[config.mk]
export PLATFORM = sky130hd
export DESIGN_NAME = bfr_top
export DESIGN_NICKNAME = d
export VERILOG_FILES = /design/src/bfr_channel.v /design/src/bfr_sync.v /design/src/bfr_top.v
export VERILOG_INCLUDE_DIRS = /design/src /design/src/src
export SDC_FILE = /design/constraint.sdc
export NUM_CORES = 1
export LEC_CHECK = 0
export BUFFER_PORTS_ARGS = -buffer_cell sky130_fd_sc_hd__buf_4
export CAP_MARGIN = 20
export CORE_UTILIZATION = 41
export DETAILED_ROUTE_END_ITERATION = 6
export GPL_TIMING_DRIVEN = 0
export SYNTH_ARGS = -nofsm -noshare
export SYNTH_HDL_FRONTEND = slang
export SYNTH_HIERARCHICAL = 1
export SYNTH_SLANG_ARGS = --single-unit
[constraint.sdc]
create_clock -name i_core_clk -period 5.6 [get_ports i_core_clk]
set_clock_uncertainty 0.05 [all_clocks]
set_input_delay 0.56 -clock i_core_clk [delete_from_list [all_inputs] [get_ports i_core_clk]]
set_output_delay 0.56 -clock i_core_clk [all_outputs]
set_load 0.005 [all_outputs]
[src/bfr_regs.vh]
// Constants for the buck fault and reset sequencer.
// Assumes inclusion by bare name from the channel and top design files of the block.
// What this block does
// - Each oscillator cycle turns high side on; peak trip swaps to low side.
// - Enable above upper threshold enables both channels.
// - Enable below lower threshold shuts both channels and internal logic down.
// - Startup ramp is a soft start of fixed oscillator cycle count.
// - Peak limit turns high side off, low side on, counts overcurrent.
// - Low-side source over limit at cycle end keeps low side, counts.
// - High side restarts only when low-side source current is below limit.
// - Overcurrent counter clears after a cycle without peak or source limit.
// - Counter reaching ten enters hiccup with both switches off.
// - Hiccup lasts fixed cycles then soft starts again; faults re-enter.
// - Sink limit turns both switches off until next cycle.
// - Reset output is open drain, good status by releasing the line.
// - Output-good detection uses rising and falling thresholds, no chatter.
// - Capacitor mode: release after delay when both good, drop on either.
// - Release delay is longer of internal delay and timer-pin charge.
// - Resistor-capacitor mode also drops reset on watchdog fault fall.
// - Floating timer pin gives fixed internal delay only.
// - Strobe held past timeout drives watchdog fault output low.
`ifndef BFR_REGS_VH
`define BFR_REGS_VH
`define BFR_CLK_MHZ        100
`define BFR_OSC_KHZ        300
// Oscillator period in core cycles, rounded down
`define BFR_OSC_DIV        ((`BFR_CLK_MHZ * 1000) / `BFR_OSC_KHZ)
`define BFR_OSC_W          9
`define BFR_SS_CYCLES      12'h200
`define BFR_HICCUP_CYCLES  13'h1000
`define BFR_OC_TRIP        4'hA
`define BFR_POR_DELAY_US   1700
`define BFR_POR_DELAY_CLK  (`BFR_POR_DELAY_US * `BFR_CLK_MHZ)
`define BFR_WD_TIMEOUT_US  50000
`define BFR_WD_TIMEOUT_CLK (`BFR_WD_TIMEOUT_US * `BFR_CLK_MHZ)
`define BFR_DLY_W          23
`define BFR_WD_W           23
`define BFR_TMR_CAP        2'h0
`define BFR_TMR_RC         2'h1
`define BFR_TMR_FLOAT      2'h2
`endif

[src/bfr_channel.v]
// One regulator channel: switch sequencing, current limits, hiccup, soft start.
// Assumes synchronised comparator levels and a one-cycle oscillator pulse.
`timescale 1ns/10ps
`include "bfr_regs.vh"
module bfr_channel (
  input  wire        i_core_clk,
  input  wire        i_rst_n,
  input  wire        i_run,
  input  wire        i_osc_tick,
  input  wire        i_peak_lim,
  input  wire        i_src_lim,
  input  wire        i_sink_lim,
  output reg         o_hs_on,
  output reg         o_ls_on,
  output reg         o_ss_busy,
  output reg         o_hiccup
);
  localparam ST_OFF  = 2'h0;
  localparam ST_SOFT = 2'h1;
  localparam ST_REG  = 2'h2;
  localparam ST_HIC  = 2'h3;

  reg [1:0]  st_q;
  reg [12:0] cnt_q;
  reg [3:0]  oc_q;
  reg        peak_seen_q;
  wire       active = (st_q == ST_SOFT) || (st_q == ST_REG);
  // Peak events count mid-cycle, so the count may already stand at the trip
  wire       oc_hit = (oc_q >= `BFR_OC_TRIP) ||
                      ((oc_q == `BFR_OC_TRIP - 4'h1) && i_src_lim);

  // State, counters and gate commands move together so they cannot disagree
  always @(posedge i_core_clk) begin
    if (!i_rst_n || !i_run) begin
      st_q <= ST_OFF;
      cnt_q <= 13'h0000;
      oc_q <= 4'h0;
      peak_seen_q <= 1'b0;
      o_hs_on <= 1'b0;
      o_ls_on <= 1'b0;
      o_ss_busy <= 1'b0;
      o_hiccup <= 1'b0;
    end else begin
      case (st_q)
        ST_OFF: begin
          st_q <= ST_SOFT;
          cnt_q <= 13'h0000;
          o_ss_busy <= 1'b1;
        end
        ST_SOFT: begin
          if (i_osc_tick) begin
            cnt_q <= cnt_q + 13'h0001;
            if (cnt_q == {1'b0, `BFR_SS_CYCLES} - 13'h0001) begin
              st_q <= ST_REG;
              o_ss_busy <= 1'b0;
            end
          end
        end
        ST_REG: ;
        ST_HIC: begin
          o_hs_on <= 1'b0;
          o_ls_on <= 1'b0;
          // Exit only on a tick so the full count of cycles is spent off
          if (i_osc_tick) begin
            if (cnt_q == `BFR_HICCUP_CYCLES - 13'h0001) begin
              st_q <= ST_SOFT;
              cnt_q <= 13'h0000;
              o_hiccup <= 1'b0;
              o_ss_busy <= 1'b1;
            end else begin
              cnt_q <= cnt_q + 13'h0001;
            end
          end
        end
        default: st_q <= ST_OFF;
      endcase
      if (active) begin
        if (i_osc_tick) begin
          // Cycle boundary: judge the cycle just ended
          peak_seen_q <= 1'b0;
          if (oc_hit) begin
            st_q <= ST_HIC;
            cnt_q <= 13'h0000;
            o_hiccup <= 1'b1;
            o_ss_busy <= 1'b0;
            oc_q <= 4'h0;
            o_hs_on <= 1'b0;
            o_ls_on <= 1'b0;
          end else if (i_src_lim) begin
            o_hs_on <= 1'b0;
            o_ls_on <= 1'b1;
            oc_q <= oc_q + 4'h1;
          end else begin
            o_hs_on <= 1'b1;
            o_ls_on <= 1'b0;
            if (!peak_seen_q && !i_peak_lim)
              oc_q <= 4'h0;
          end
        end else if (i_sink_lim) begin
          o_hs_on <= 1'b0;
          o_ls_on <= 1'b0;
        end else if (i_peak_lim && o_hs_on) begin
          o_hs_on <= 1'b0;
          o_ls_on <= 1'b1;
          peak_seen_q <= 1'b1;
          oc_q <= oc_q + 4'h1;
        end
      end
    end
  end
endmodule // bfr_channel

[src/bfr_sync.v]
// Two-flip-flop synchroniser for a bus of asynchronous comparator levels.
// Assumes one core clock; inputs may change at any time.
`timescale 1ns/10ps
module bfr_sync #(
  parameter W = 1
) (
  input  wire         i_core_clk,
  input  wire         i_rst_n,
  input  wire [W-1:0] i_async,
  output wire [W-1:0] o_sync
);
  reg [W-1:0] meta_q;
  reg [W-1:0] sync_q;

  // First stage feeds only the second stage
  always @(posedge i_core_clk) begin
    if (!i_rst_n) begin
      meta_q <= {W{1'b0}};
      sync_q <= {W{1'b0}};
    end else begin
      meta_q <= i_async;
      sync_q <= meta_q;
    end
  end

  assign o_sync = sync_q;
endmodule // bfr_sync

[src/bfr_top.v]
// Top of the buck fault and reset sequencer: enable, oscillator, two
// channels, output-good hysteresis, reset delay and watchdog.
// Assumes all comparator and pin inputs are asynchronous to i_core_clk.
`timescale 1ns/10ps
`include "bfr_regs.vh"
module bfr_top #(
  parameter [`BFR_DLY_W-1:0] POR_DELAY_CLK = `BFR_POR_DELAY_CLK,
  parameter [`BFR_WD_W-1:0]  WD_TIMEOUT_CLK = `BFR_WD_TIMEOUT_CLK
) (
  input  wire       i_core_clk,
  input  wire       i_rst_n,
  input  wire       i_en_above_hi,
  input  wire       i_en_below_lo,
  input  wire [1:0] i_peak_lim,
  input  wire [1:0] i_src_lim,
  input  wire [1:0] i_sink_lim,
  input  wire [1:0] i_fb_above_rise,
  input  wire [1:0] i_fb_below_fall,
  input  wire [1:0] i_timer_cfg,
  input  wire       i_timer_charged,
  input  wire       i_watchdog_strobe_in,
  output reg  [1:0] o_hs_on,
  output reg  [1:0] o_ls_on,
  output reg        o_enabled,
  output reg        o_por_oe,
  output reg        o_por_out,
  output reg        o_watchdog_fault_oe,
  output reg        o_watchdog_fault_out
);
  localparam SW = 12;

  wire [SW-1:0] s;
  wire [1:0] hs_w;
  wire [1:0] ls_w;
  wire [1:0] ssb_w;
  wire [1:0] hic_w;

  // All comparators cross into the core clock here; timer and strobe pins below
  bfr_sync #(.W(SW)) bfr_sync_inst (
    .i_core_clk (i_core_clk),
    .i_rst_n    (i_rst_n),
    .i_async    ({i_en_above_hi, i_en_below_lo, i_peak_lim, i_src_lim,
                  i_sink_lim, i_fb_above_rise, i_fb_below_fall}),
    .o_sync     (s)
  );

  wire       en_hi  = s[11];
  wire       en_lo  = s[10];
  wire [1:0] pk     = s[9:8];
  wire [1:0] src    = s[7:6];
  wire [1:0] snk    = s[5:4];
  wire [1:0] fbr    = s[3:2];
  wire [1:0] fbf    = s[1:0];

  reg [1:0] tcfg_m_q;
  reg [1:0] tcfg_s_q;
  reg [1:0] tchg_q;
  reg [1:0] wdi_q;
  reg       wdi_last_q;

  // Timer pin and strobe are pins too, so they get two stages as well
  always @(posedge i_core_clk) begin
    if (!i_rst_n) begin
      tcfg_m_q <= 2'h0;
      tcfg_s_q <= 2'h0;
      tchg_q <= 2'h0;
      wdi_q <= 2'h0;
      wdi_last_q <= 1'b0;
    end else begin
      tcfg_m_q <= i_timer_cfg;
      tcfg_s_q <= tcfg_m_q;
      tchg_q <= {tchg_q[0], i_timer_charged};
      wdi_q <= {wdi_q[0], i_watchdog_strobe_in};
      wdi_last_q <= wdi_q[1];
    end
  end

  // Enable with hysteresis: only a lower-threshold report turns it off
  reg en_q;
  always @(posedge i_core_clk) begin
    if (!i_rst_n)
      en_q <= 1'b0;
    else if (en_lo)
      en_q <= 1'b0;
    else if (en_hi)
      en_q <= 1'b1;
  end

  // Oscillator divider gives one-cycle tick per switching period
  reg [`BFR_OSC_W-1:0] osc_q;
  reg                  tick_q;
  always @(posedge i_core_clk) begin
    if (!i_rst_n || !en_q) begin
      osc_q <= {`BFR_OSC_W{1'b0}};
      tick_q <= 1'b0;
    end else if (osc_q == `BFR_OSC_DIV - 1) begin
      osc_q <= {`BFR_OSC_W{1'b0}};
      tick_q <= 1'b1;
    end else begin
      osc_q <= osc_q + {{(`BFR_OSC_W-1){1'b0}}, 1'b1};
      tick_q <= 1'b0;
    end
  end

  genvar g;
  generate
    for (g = 0; g < 2; g = g + 1) begin : g_ch
      bfr_channel bfr_channel_inst (
        .i_core_clk (i_core_clk),
        .i_rst_n    (i_rst_n),
        .i_run      (en_q),
        .i_osc_tick (tick_q),
        .i_peak_lim (pk[g]),
        .i_src_lim  (src[g]),
        .i_sink_lim (snk[g]),
        .o_hs_on    (hs_w[g]),
        .o_ls_on    (ls_w[g]),
        .o_ss_busy  (ssb_w[g]),
        .o_hiccup   (hic_w[g])
      );
    end
  endgenerate

  // Output-good latches: set above rising, clear below falling or while disabled
  reg [1:0] good_q;
  always @(posedge i_core_clk) begin
    if (!i_rst_n || !en_q)
      good_q <= 2'h0;
    else begin
      good_q[0] <= fbf[0] ? 1'b0 : (fbr[0] ? 1'b1 : good_q[0]);
      good_q[1] <= fbf[1] ? 1'b0 : (fbr[1] ? 1'b1 : good_q[1]);
    end
  end

  // Timer mode frozen at startup so a glitch cannot change it mid-run
  reg [1:0] mode_q;
  always @(posedge i_core_clk) begin
    if (!i_rst_n)
      mode_q <= `BFR_TMR_FLOAT;
    else if (!en_q)
      mode_q <= tcfg_s_q;
  end

  // Watchdog: arms on first rising strobe after reset release
  reg [`BFR_WD_W-1:0] wd_q;
  reg                 wd_arm_q;
  reg                 wd_fault_q;
  wire                wdi_edge = wdi_q[1] ^ wdi_last_q;
  wire                wdi_rise = wdi_q[1] & ~wdi_last_q;
  always @(posedge i_core_clk) begin
    if (!i_rst_n || !o_por_out) begin
      wd_q <= {`BFR_WD_W{1'b0}};
      wd_arm_q <= 1'b0;
      wd_fault_q <= 1'b0;
    end else if (!wd_arm_q) begin
      wd_q <= {`BFR_WD_W{1'b0}};
      if (wdi_rise) begin
        wd_arm_q <= 1'b1;
        wd_fault_q <= 1'b0;
      end
    end else if (wdi_edge) begin
      wd_q <= {`BFR_WD_W{1'b0}};
    end else if (wd_q == WD_TIMEOUT_CLK - 1) begin
      wd_fault_q <= 1'b1;
      wd_arm_q <= 1'b0;
    end else begin
      wd_q <= wd_q + {{(`BFR_WD_W-1){1'b0}}, 1'b1};
    end
  end

  // Release delay: internal count must end, and in cap modes the pin too
  reg [`BFR_DLY_W-1:0] dly_q;
  reg                  por_q;
  wire all_good  = &good_q;
  wire int_done  = (dly_q == POR_DELAY_CLK);
  wire ext_done  = (mode_q == `BFR_TMR_FLOAT) | tchg_q[1];
  wire wd_drop   = (mode_q == `BFR_TMR_RC) & wd_fault_q;
  always @(posedge i_core_clk) begin
    if (!i_rst_n || !all_good || wd_drop) begin
      dly_q <= {`BFR_DLY_W{1'b0}};
      por_q <= 1'b0;
    end else begin
      if (!int_done)
        dly_q <= dly_q + {{(`BFR_DLY_W-1){1'b0}}, 1'b1};
      if (int_done && ext_done)
        por_q <= 1'b1;
    end
  end

  // Registered outputs; open-drain lines drive low only when not good
  always @(posedge i_core_clk) begin
    if (!i_rst_n) begin
      o_hs_on <= 2'h0;
      o_ls_on <= 2'h0;
      o_enabled <= 1'b0;
      o_por_oe <= 1'b1;
      o_por_out <= 1'b0;
      o_watchdog_fault_oe <= 1'b1;
      o_watchdog_fault_out <= 1'b0;
    end else begin
      o_hs_on <= hs_w & {2{en_q}};
      o_ls_on <= ls_w & {2{en_q}};
      o_enabled <= en_q;
      o_por_oe <= ~por_q;
      o_por_out <= por_q;
      o_watchdog_fault_oe <= ~(wd_arm_q & ~wd_fault_q);
      o_watchdog_fault_out <= 1'b0;
    end
  end
endmodule // bfr_top

-- Word level (Yosys, flattened, before mapping)
Index checks and enable logic that the tools add are counted.
- word-level logic and storage cells: 205
- input bits: 18
- flip-flop bits (word level): 149
- add/subtract/negate cells: 7
- magnitude comparators: 2
- reduce and logical (&&, ||, !) cells: 39
- eq/ne operators: 23
- bitwise gates (word level): 13
- multiplexer cells: 85
- operators with widths (cell ; count):
    two-way mux 13 bit ; 12
    one-hot mux 13 bit (3 select lines) ; 2
    two-way mux 4 bit ; 12
    adder 23 x 1 -> 23 bit (second input constant) ; 2
    two-way mux 1 bit ; 43
    two-way mux 2 bit ; 14
    adder 13 x 1 -> 13 bit (second input constant) ; 2
    equality test 13 x 12 -> 1 bit (second input constant) ; 2
    equality test 13 x 9 -> 1 bit (second input constant) ; 2
    equality test 23 x 18 -> 1 bit (second input constant) ; 1
    equality test 23 bit (second input constant) ; 1
    one-hot mux 2 bit (3 select lines) ; 2
    equality test 2 bit (second input constant) ; 5
    adder 9 x 1 -> 9 bit (second input constant) ; 1
    equality test 9 bit (second input constant) ; 1
    AND reduction 3 bit ; 3
    adder 4 x 1 -> 4 bit (second input constant) ; 2
    equality test 4 bit (second input constant) ; 2
    greater-or-equal comparator 4 bit (second input constant) ; 2
    logical NOT 1 bit ; 8
    logical OR 1 bit ; 8
    != test 4 x 1 -> 1 bit (second input constant) ; 2
    AND reduction 4 bit ; 2
    OR reduction 2 bit ; 4
    13 further kinds ; 34

-- Depth between registers and ports, before layout
- word-level depth: 7
- gate-level depth with buffers: 8

-- Hierarchy
Netlist, hierarchy kept.
- modules (own cells, without submodules) (module ; instances ; cells each ; area each (µm²)):
    bfr_top ; 1 ; 394 ; 3487.1
    bfr_channel at g_ch[0].bfr_channel_inst ; 1 ; 162 ; 1377.6
    bfr_channel at g_ch[1].bfr_channel_inst ; 1 ; 162 ; 1376.3
    bfr_sync ; 1 ; 50 ; 675.6

-- Worst setup path after synthesis
Ideal clock, no wire load.
- kind: register to register
- start: register wd_q[6]
- end: register wd_arm_q
- clock period less this slack: 1.970 ns
- library setup time: 0.116 ns
- stages on the path, launching flop included: 5
- arrival: 1.804 ns
- setup slack: 3.630 ns
- data required time: 5.434 ns
- cells stage by stage: dfxtp_1 or4b_4 or4_4 or3_1 nor3b_1
- cells in the longest elaborated chain, start to end: 4
- ends and longest elaborated chain (item ; line ; source):
    from (decl) ; bfr_top.v:145 ; reg [`BFR_WD_W-1:0] wd_q;
    from (signal assigned) ; bfr_top.v:152 ; wd_q <= {`BFR_WD_W{1'b0}};
    from (signal assigned) ; bfr_top.v:156 ; wd_q <= {`BFR_WD_W{1'b0}};
    from (signal assigned) ; bfr_top.v:162 ; wd_q <= {`BFR_WD_W{1'b0}};
    equality test 23 bit ; bfr_top.v:163 ; end else if (wd_q == WD_TIMEOUT_CLK - 1) begin
    two-way mux 1 bit ; bfr_top.v:163 ;
    two-way mux 1 bit ; bfr_top.v:161 ; end else if (wdi_edge) begin
    two-way mux 1 bit ; bfr_top.v:155 ; end else if (!wd_arm_q) begin
    to (signal assigned) ; bfr_top.v:153 ; wd_arm_q <= 1'b0;
    to (signal assigned) ; bfr_top.v:158 ; wd_arm_q <= 1'b1;
    to (signal assigned) ; bfr_top.v:165 ; wd_arm_q <= 1'b0;
    to (decl) ; bfr_top.v:146 ; reg wd_arm_q;
Every way passes these cells.
A chain may end at the register's enable or synchronous reset.

-- Worst setup path in the final report
- start: register wd_q[6]
- end: register wd_q[0]
- cells in the longest elaborated chain, start to end: 1
- ends and longest elaborated chain (item ; line):
    equality test 23 bit ; bfr_top.v:163
Every way passes these cells.

==> out/metrics.cfg <==
[yosys]
synthesis.nets=790
syn_area_mm2=0.006759
ys_warn_count=6
syn_area_per_cell_um2=8.988
syn_inst=752

[detailed_routing]
vias_per_cell=5.219
via_count=5349
drc=0
drt-pass1-iter-count=4
drtIter0Drc=277
final_antenna_net_count=0
wirelength_mm=13.43
post_drt_wl_per_cell_um=13.10

[pwr]
p_per_area_mw_per_mm2=289.6
irDropWorstVdd_v=0.0002256
p_leak_nw=2.687
finalPower_mw=2.264

[cts]
cts_tree=yes
clkTransAtPathRegs_ns=0.06
htreeDepth=4
clock_sinks=149
cts_buffers=17
hold_buffers=0
cts_resized=0
clock_latency_ns=0.42
cts_buffer_depth=2
cts_root_buf=clkbuf_16
post_cts_buffers=0

[cells_and_area]
layout_common_cells=149 x dfxtp_1, 87 x nor2_1, 41 x a21oi_1
diodes=0
final_cells=1025
final_common_cell=dfxtp_1
nets=834
drive_gt1_frac=0.1434
area_growth_pct=15.64

[placement]
portBuffers=25
placed_cells=993
hpwl_mm=9.663
routabilityCongestion=0.8266

[hold_path]
hold_class=in -> reg
whs_path_depth=2

[floorplan]
dieArea_mm2=0.01700
die_h_um=130.4
die_w_um=130.4
core_area_mm2=0.01600
rows=46
start_util=0.4224
ios=27

[sta]
rsz0062_at_grt=no
min_period_over_period=0.3862
slew_viol_final=0
fin_setup_tns_ns=0
setup_viol=0
slew_headroom=0.3945
period_needed_ns=2.163
max_slew.worst_pin.slew_ns=0.8999
fmax_mhz=462.4
final_hold_viol_count=0

[critical_path]
cp-startpoint=wd_q[6]$_SDFFE_PP0P_
critPathLaunchType=flip-flop
reg2reg_slack_ns=3.44
cp_num_cells=4
cp_top_family=simple AND/OR/NAND/NOR gates
slowest_delay_ns=0.70
timing.rr.start=wd_q[6]$_SDFFE_PP0P_
worst-r2r-cell-count=4
crit_chain=or4b_4, nor4_1, a21boi_0, nor3_1
endpoint=wd_q[0]$_SDFFE_PP0P_
critPathMaxFanout=7
crit_buf_inv=0
crit_slowest_cell=nor4_1
r2r_end=wd_q[0]$_SDFFE_PP0P_
cp.arrival_ns=2.45
required_ns=5.89
end_kind=flip-flop
worstSetupPathType=reg -> reg

[global_routing]
antenna_found_initial=0
grt_overflow=0
grt_use_total=0.1752
grt_pass1_wl_mm=23.68
grt_max_degree=17
grt_pass1_vias=5268

[flow_run]
maxCapViolations=0

[status]
status=completed

==> per-layer routing <==
metal / global-route usage / vias up / share of wire / routed length (µm)
li1: - / 2769 / - / -
met1: 0.2248 / 2507 / 0.50 / 6741
met2: 0.2869 / 62 / 0.46 / 6133
met3: 0.04479 / 11 / 0.030 / 400
met4: 0.05950 / 0 / 0.011 / 153
met5: 0 / - / 0 / 0
==> how the worst min path moves through the flow <==
stage / slack (ns) / end / from
final: 0.29 / wdi_q[0]$_SDFF_PN0_ / i_watchdog_strobe_in
after global routing: 0.27 / wdi_q[0]$_SDFF_PN0_ / i_watchdog_strobe_in
after CTS: 0.28 / wdi_q[0]$_SDFF_PN0_ / i_watchdog_strobe_in
after detailed placement: 0.33 / good_q[1]$_SDFFE_PP0P_ / bfr_sync_inst/o_sync[1]$_SDFF_PN0_
after global placement: 0.33 / good_q[0]$_SDFFE_PP0P_ / bfr_sync_inst/o_sync[0]$_SDFF_PN0_
after floorplan: 0.32 / en_q$_SDFFE_PP0P_ / bfr_sync_inst/o_sync[10]$_SDFF_PN0_
==> worst reg2reg max path, delay by kind of cell, from the launching register on <==
kind             cells  cell delay, ns
AND/OR/NAND/NOR      3            1.48
AO/OA/AOI/OAI        1            0.19
flip-flops           1            0.37
==> state kept, by name, summed over array words and instances (netlist names), 2 cells and up <==
| register | cells |
|---|---|
| osc_q | 9 |
| g_ch.bfr_channel_inst/peak_seen_q | 2 |
| tcfg_s_q | 2 |
| g_ch.bfr_channel_inst/cnt_q | 26 |
| dly_q | 23 |
| o_ls_on | 2 |
| bfr_sync_inst/o_sync | 12 |
| good_q | 2 |
| bfr_sync_inst/meta_q | 12 |
| g_ch.bfr_channel_inst/o_hs_on | 2 |
| mode_q | 2 |
| tchg_q | 2 |
| wd_q | 23 |
| g_ch.bfr_channel_inst/st_q | 4 |
| wdi_q | 2 |
| tcfg_m_q | 2 |
| g_ch.bfr_channel_inst/oc_q | 8 |
| o_hs_on | 2 |
| g_ch.bfr_channel_inst/o_ls_on | 2 |
==> power breakdown <==
group          total (mW)  switching [mW]  internal [mW]
Sequential           1.08         0.00503           1.07
Clock                1.14           0.474          0.669
Combinational      0.0427          0.0207         0.0221
==> layout make-up <==
class,instances,area [µm²]
Clock buffer,17,425.4
Timing Repair Buffer,25,187.7
Multi-Input combinational cell,552,3562
Inverter,31,116.4
Sequential cell,149,2983
Tap cell,216,270.3
Fill cell,1564,8184
Clock inverter,15,173.9
Buffer,20,97.59
==> metrics by stage <==
stage	setup WS [ns]	area (µm²)	hold WS (ns)	util
6_report	3.437	7816	0.2946	0.4885
3_3_place_gp	3.548	7217	0.3308	0.4510
2_1_floorplan	3.630	6759	0.3229	-
3_5_place_dp	3.471	7217	0.3317	0.4510
4_1_cts	3.463	7816	0.2755	0.4885
5_1_grt	3.384	7816	0.2738	0.4885
(Power assumes the default switching activity.)
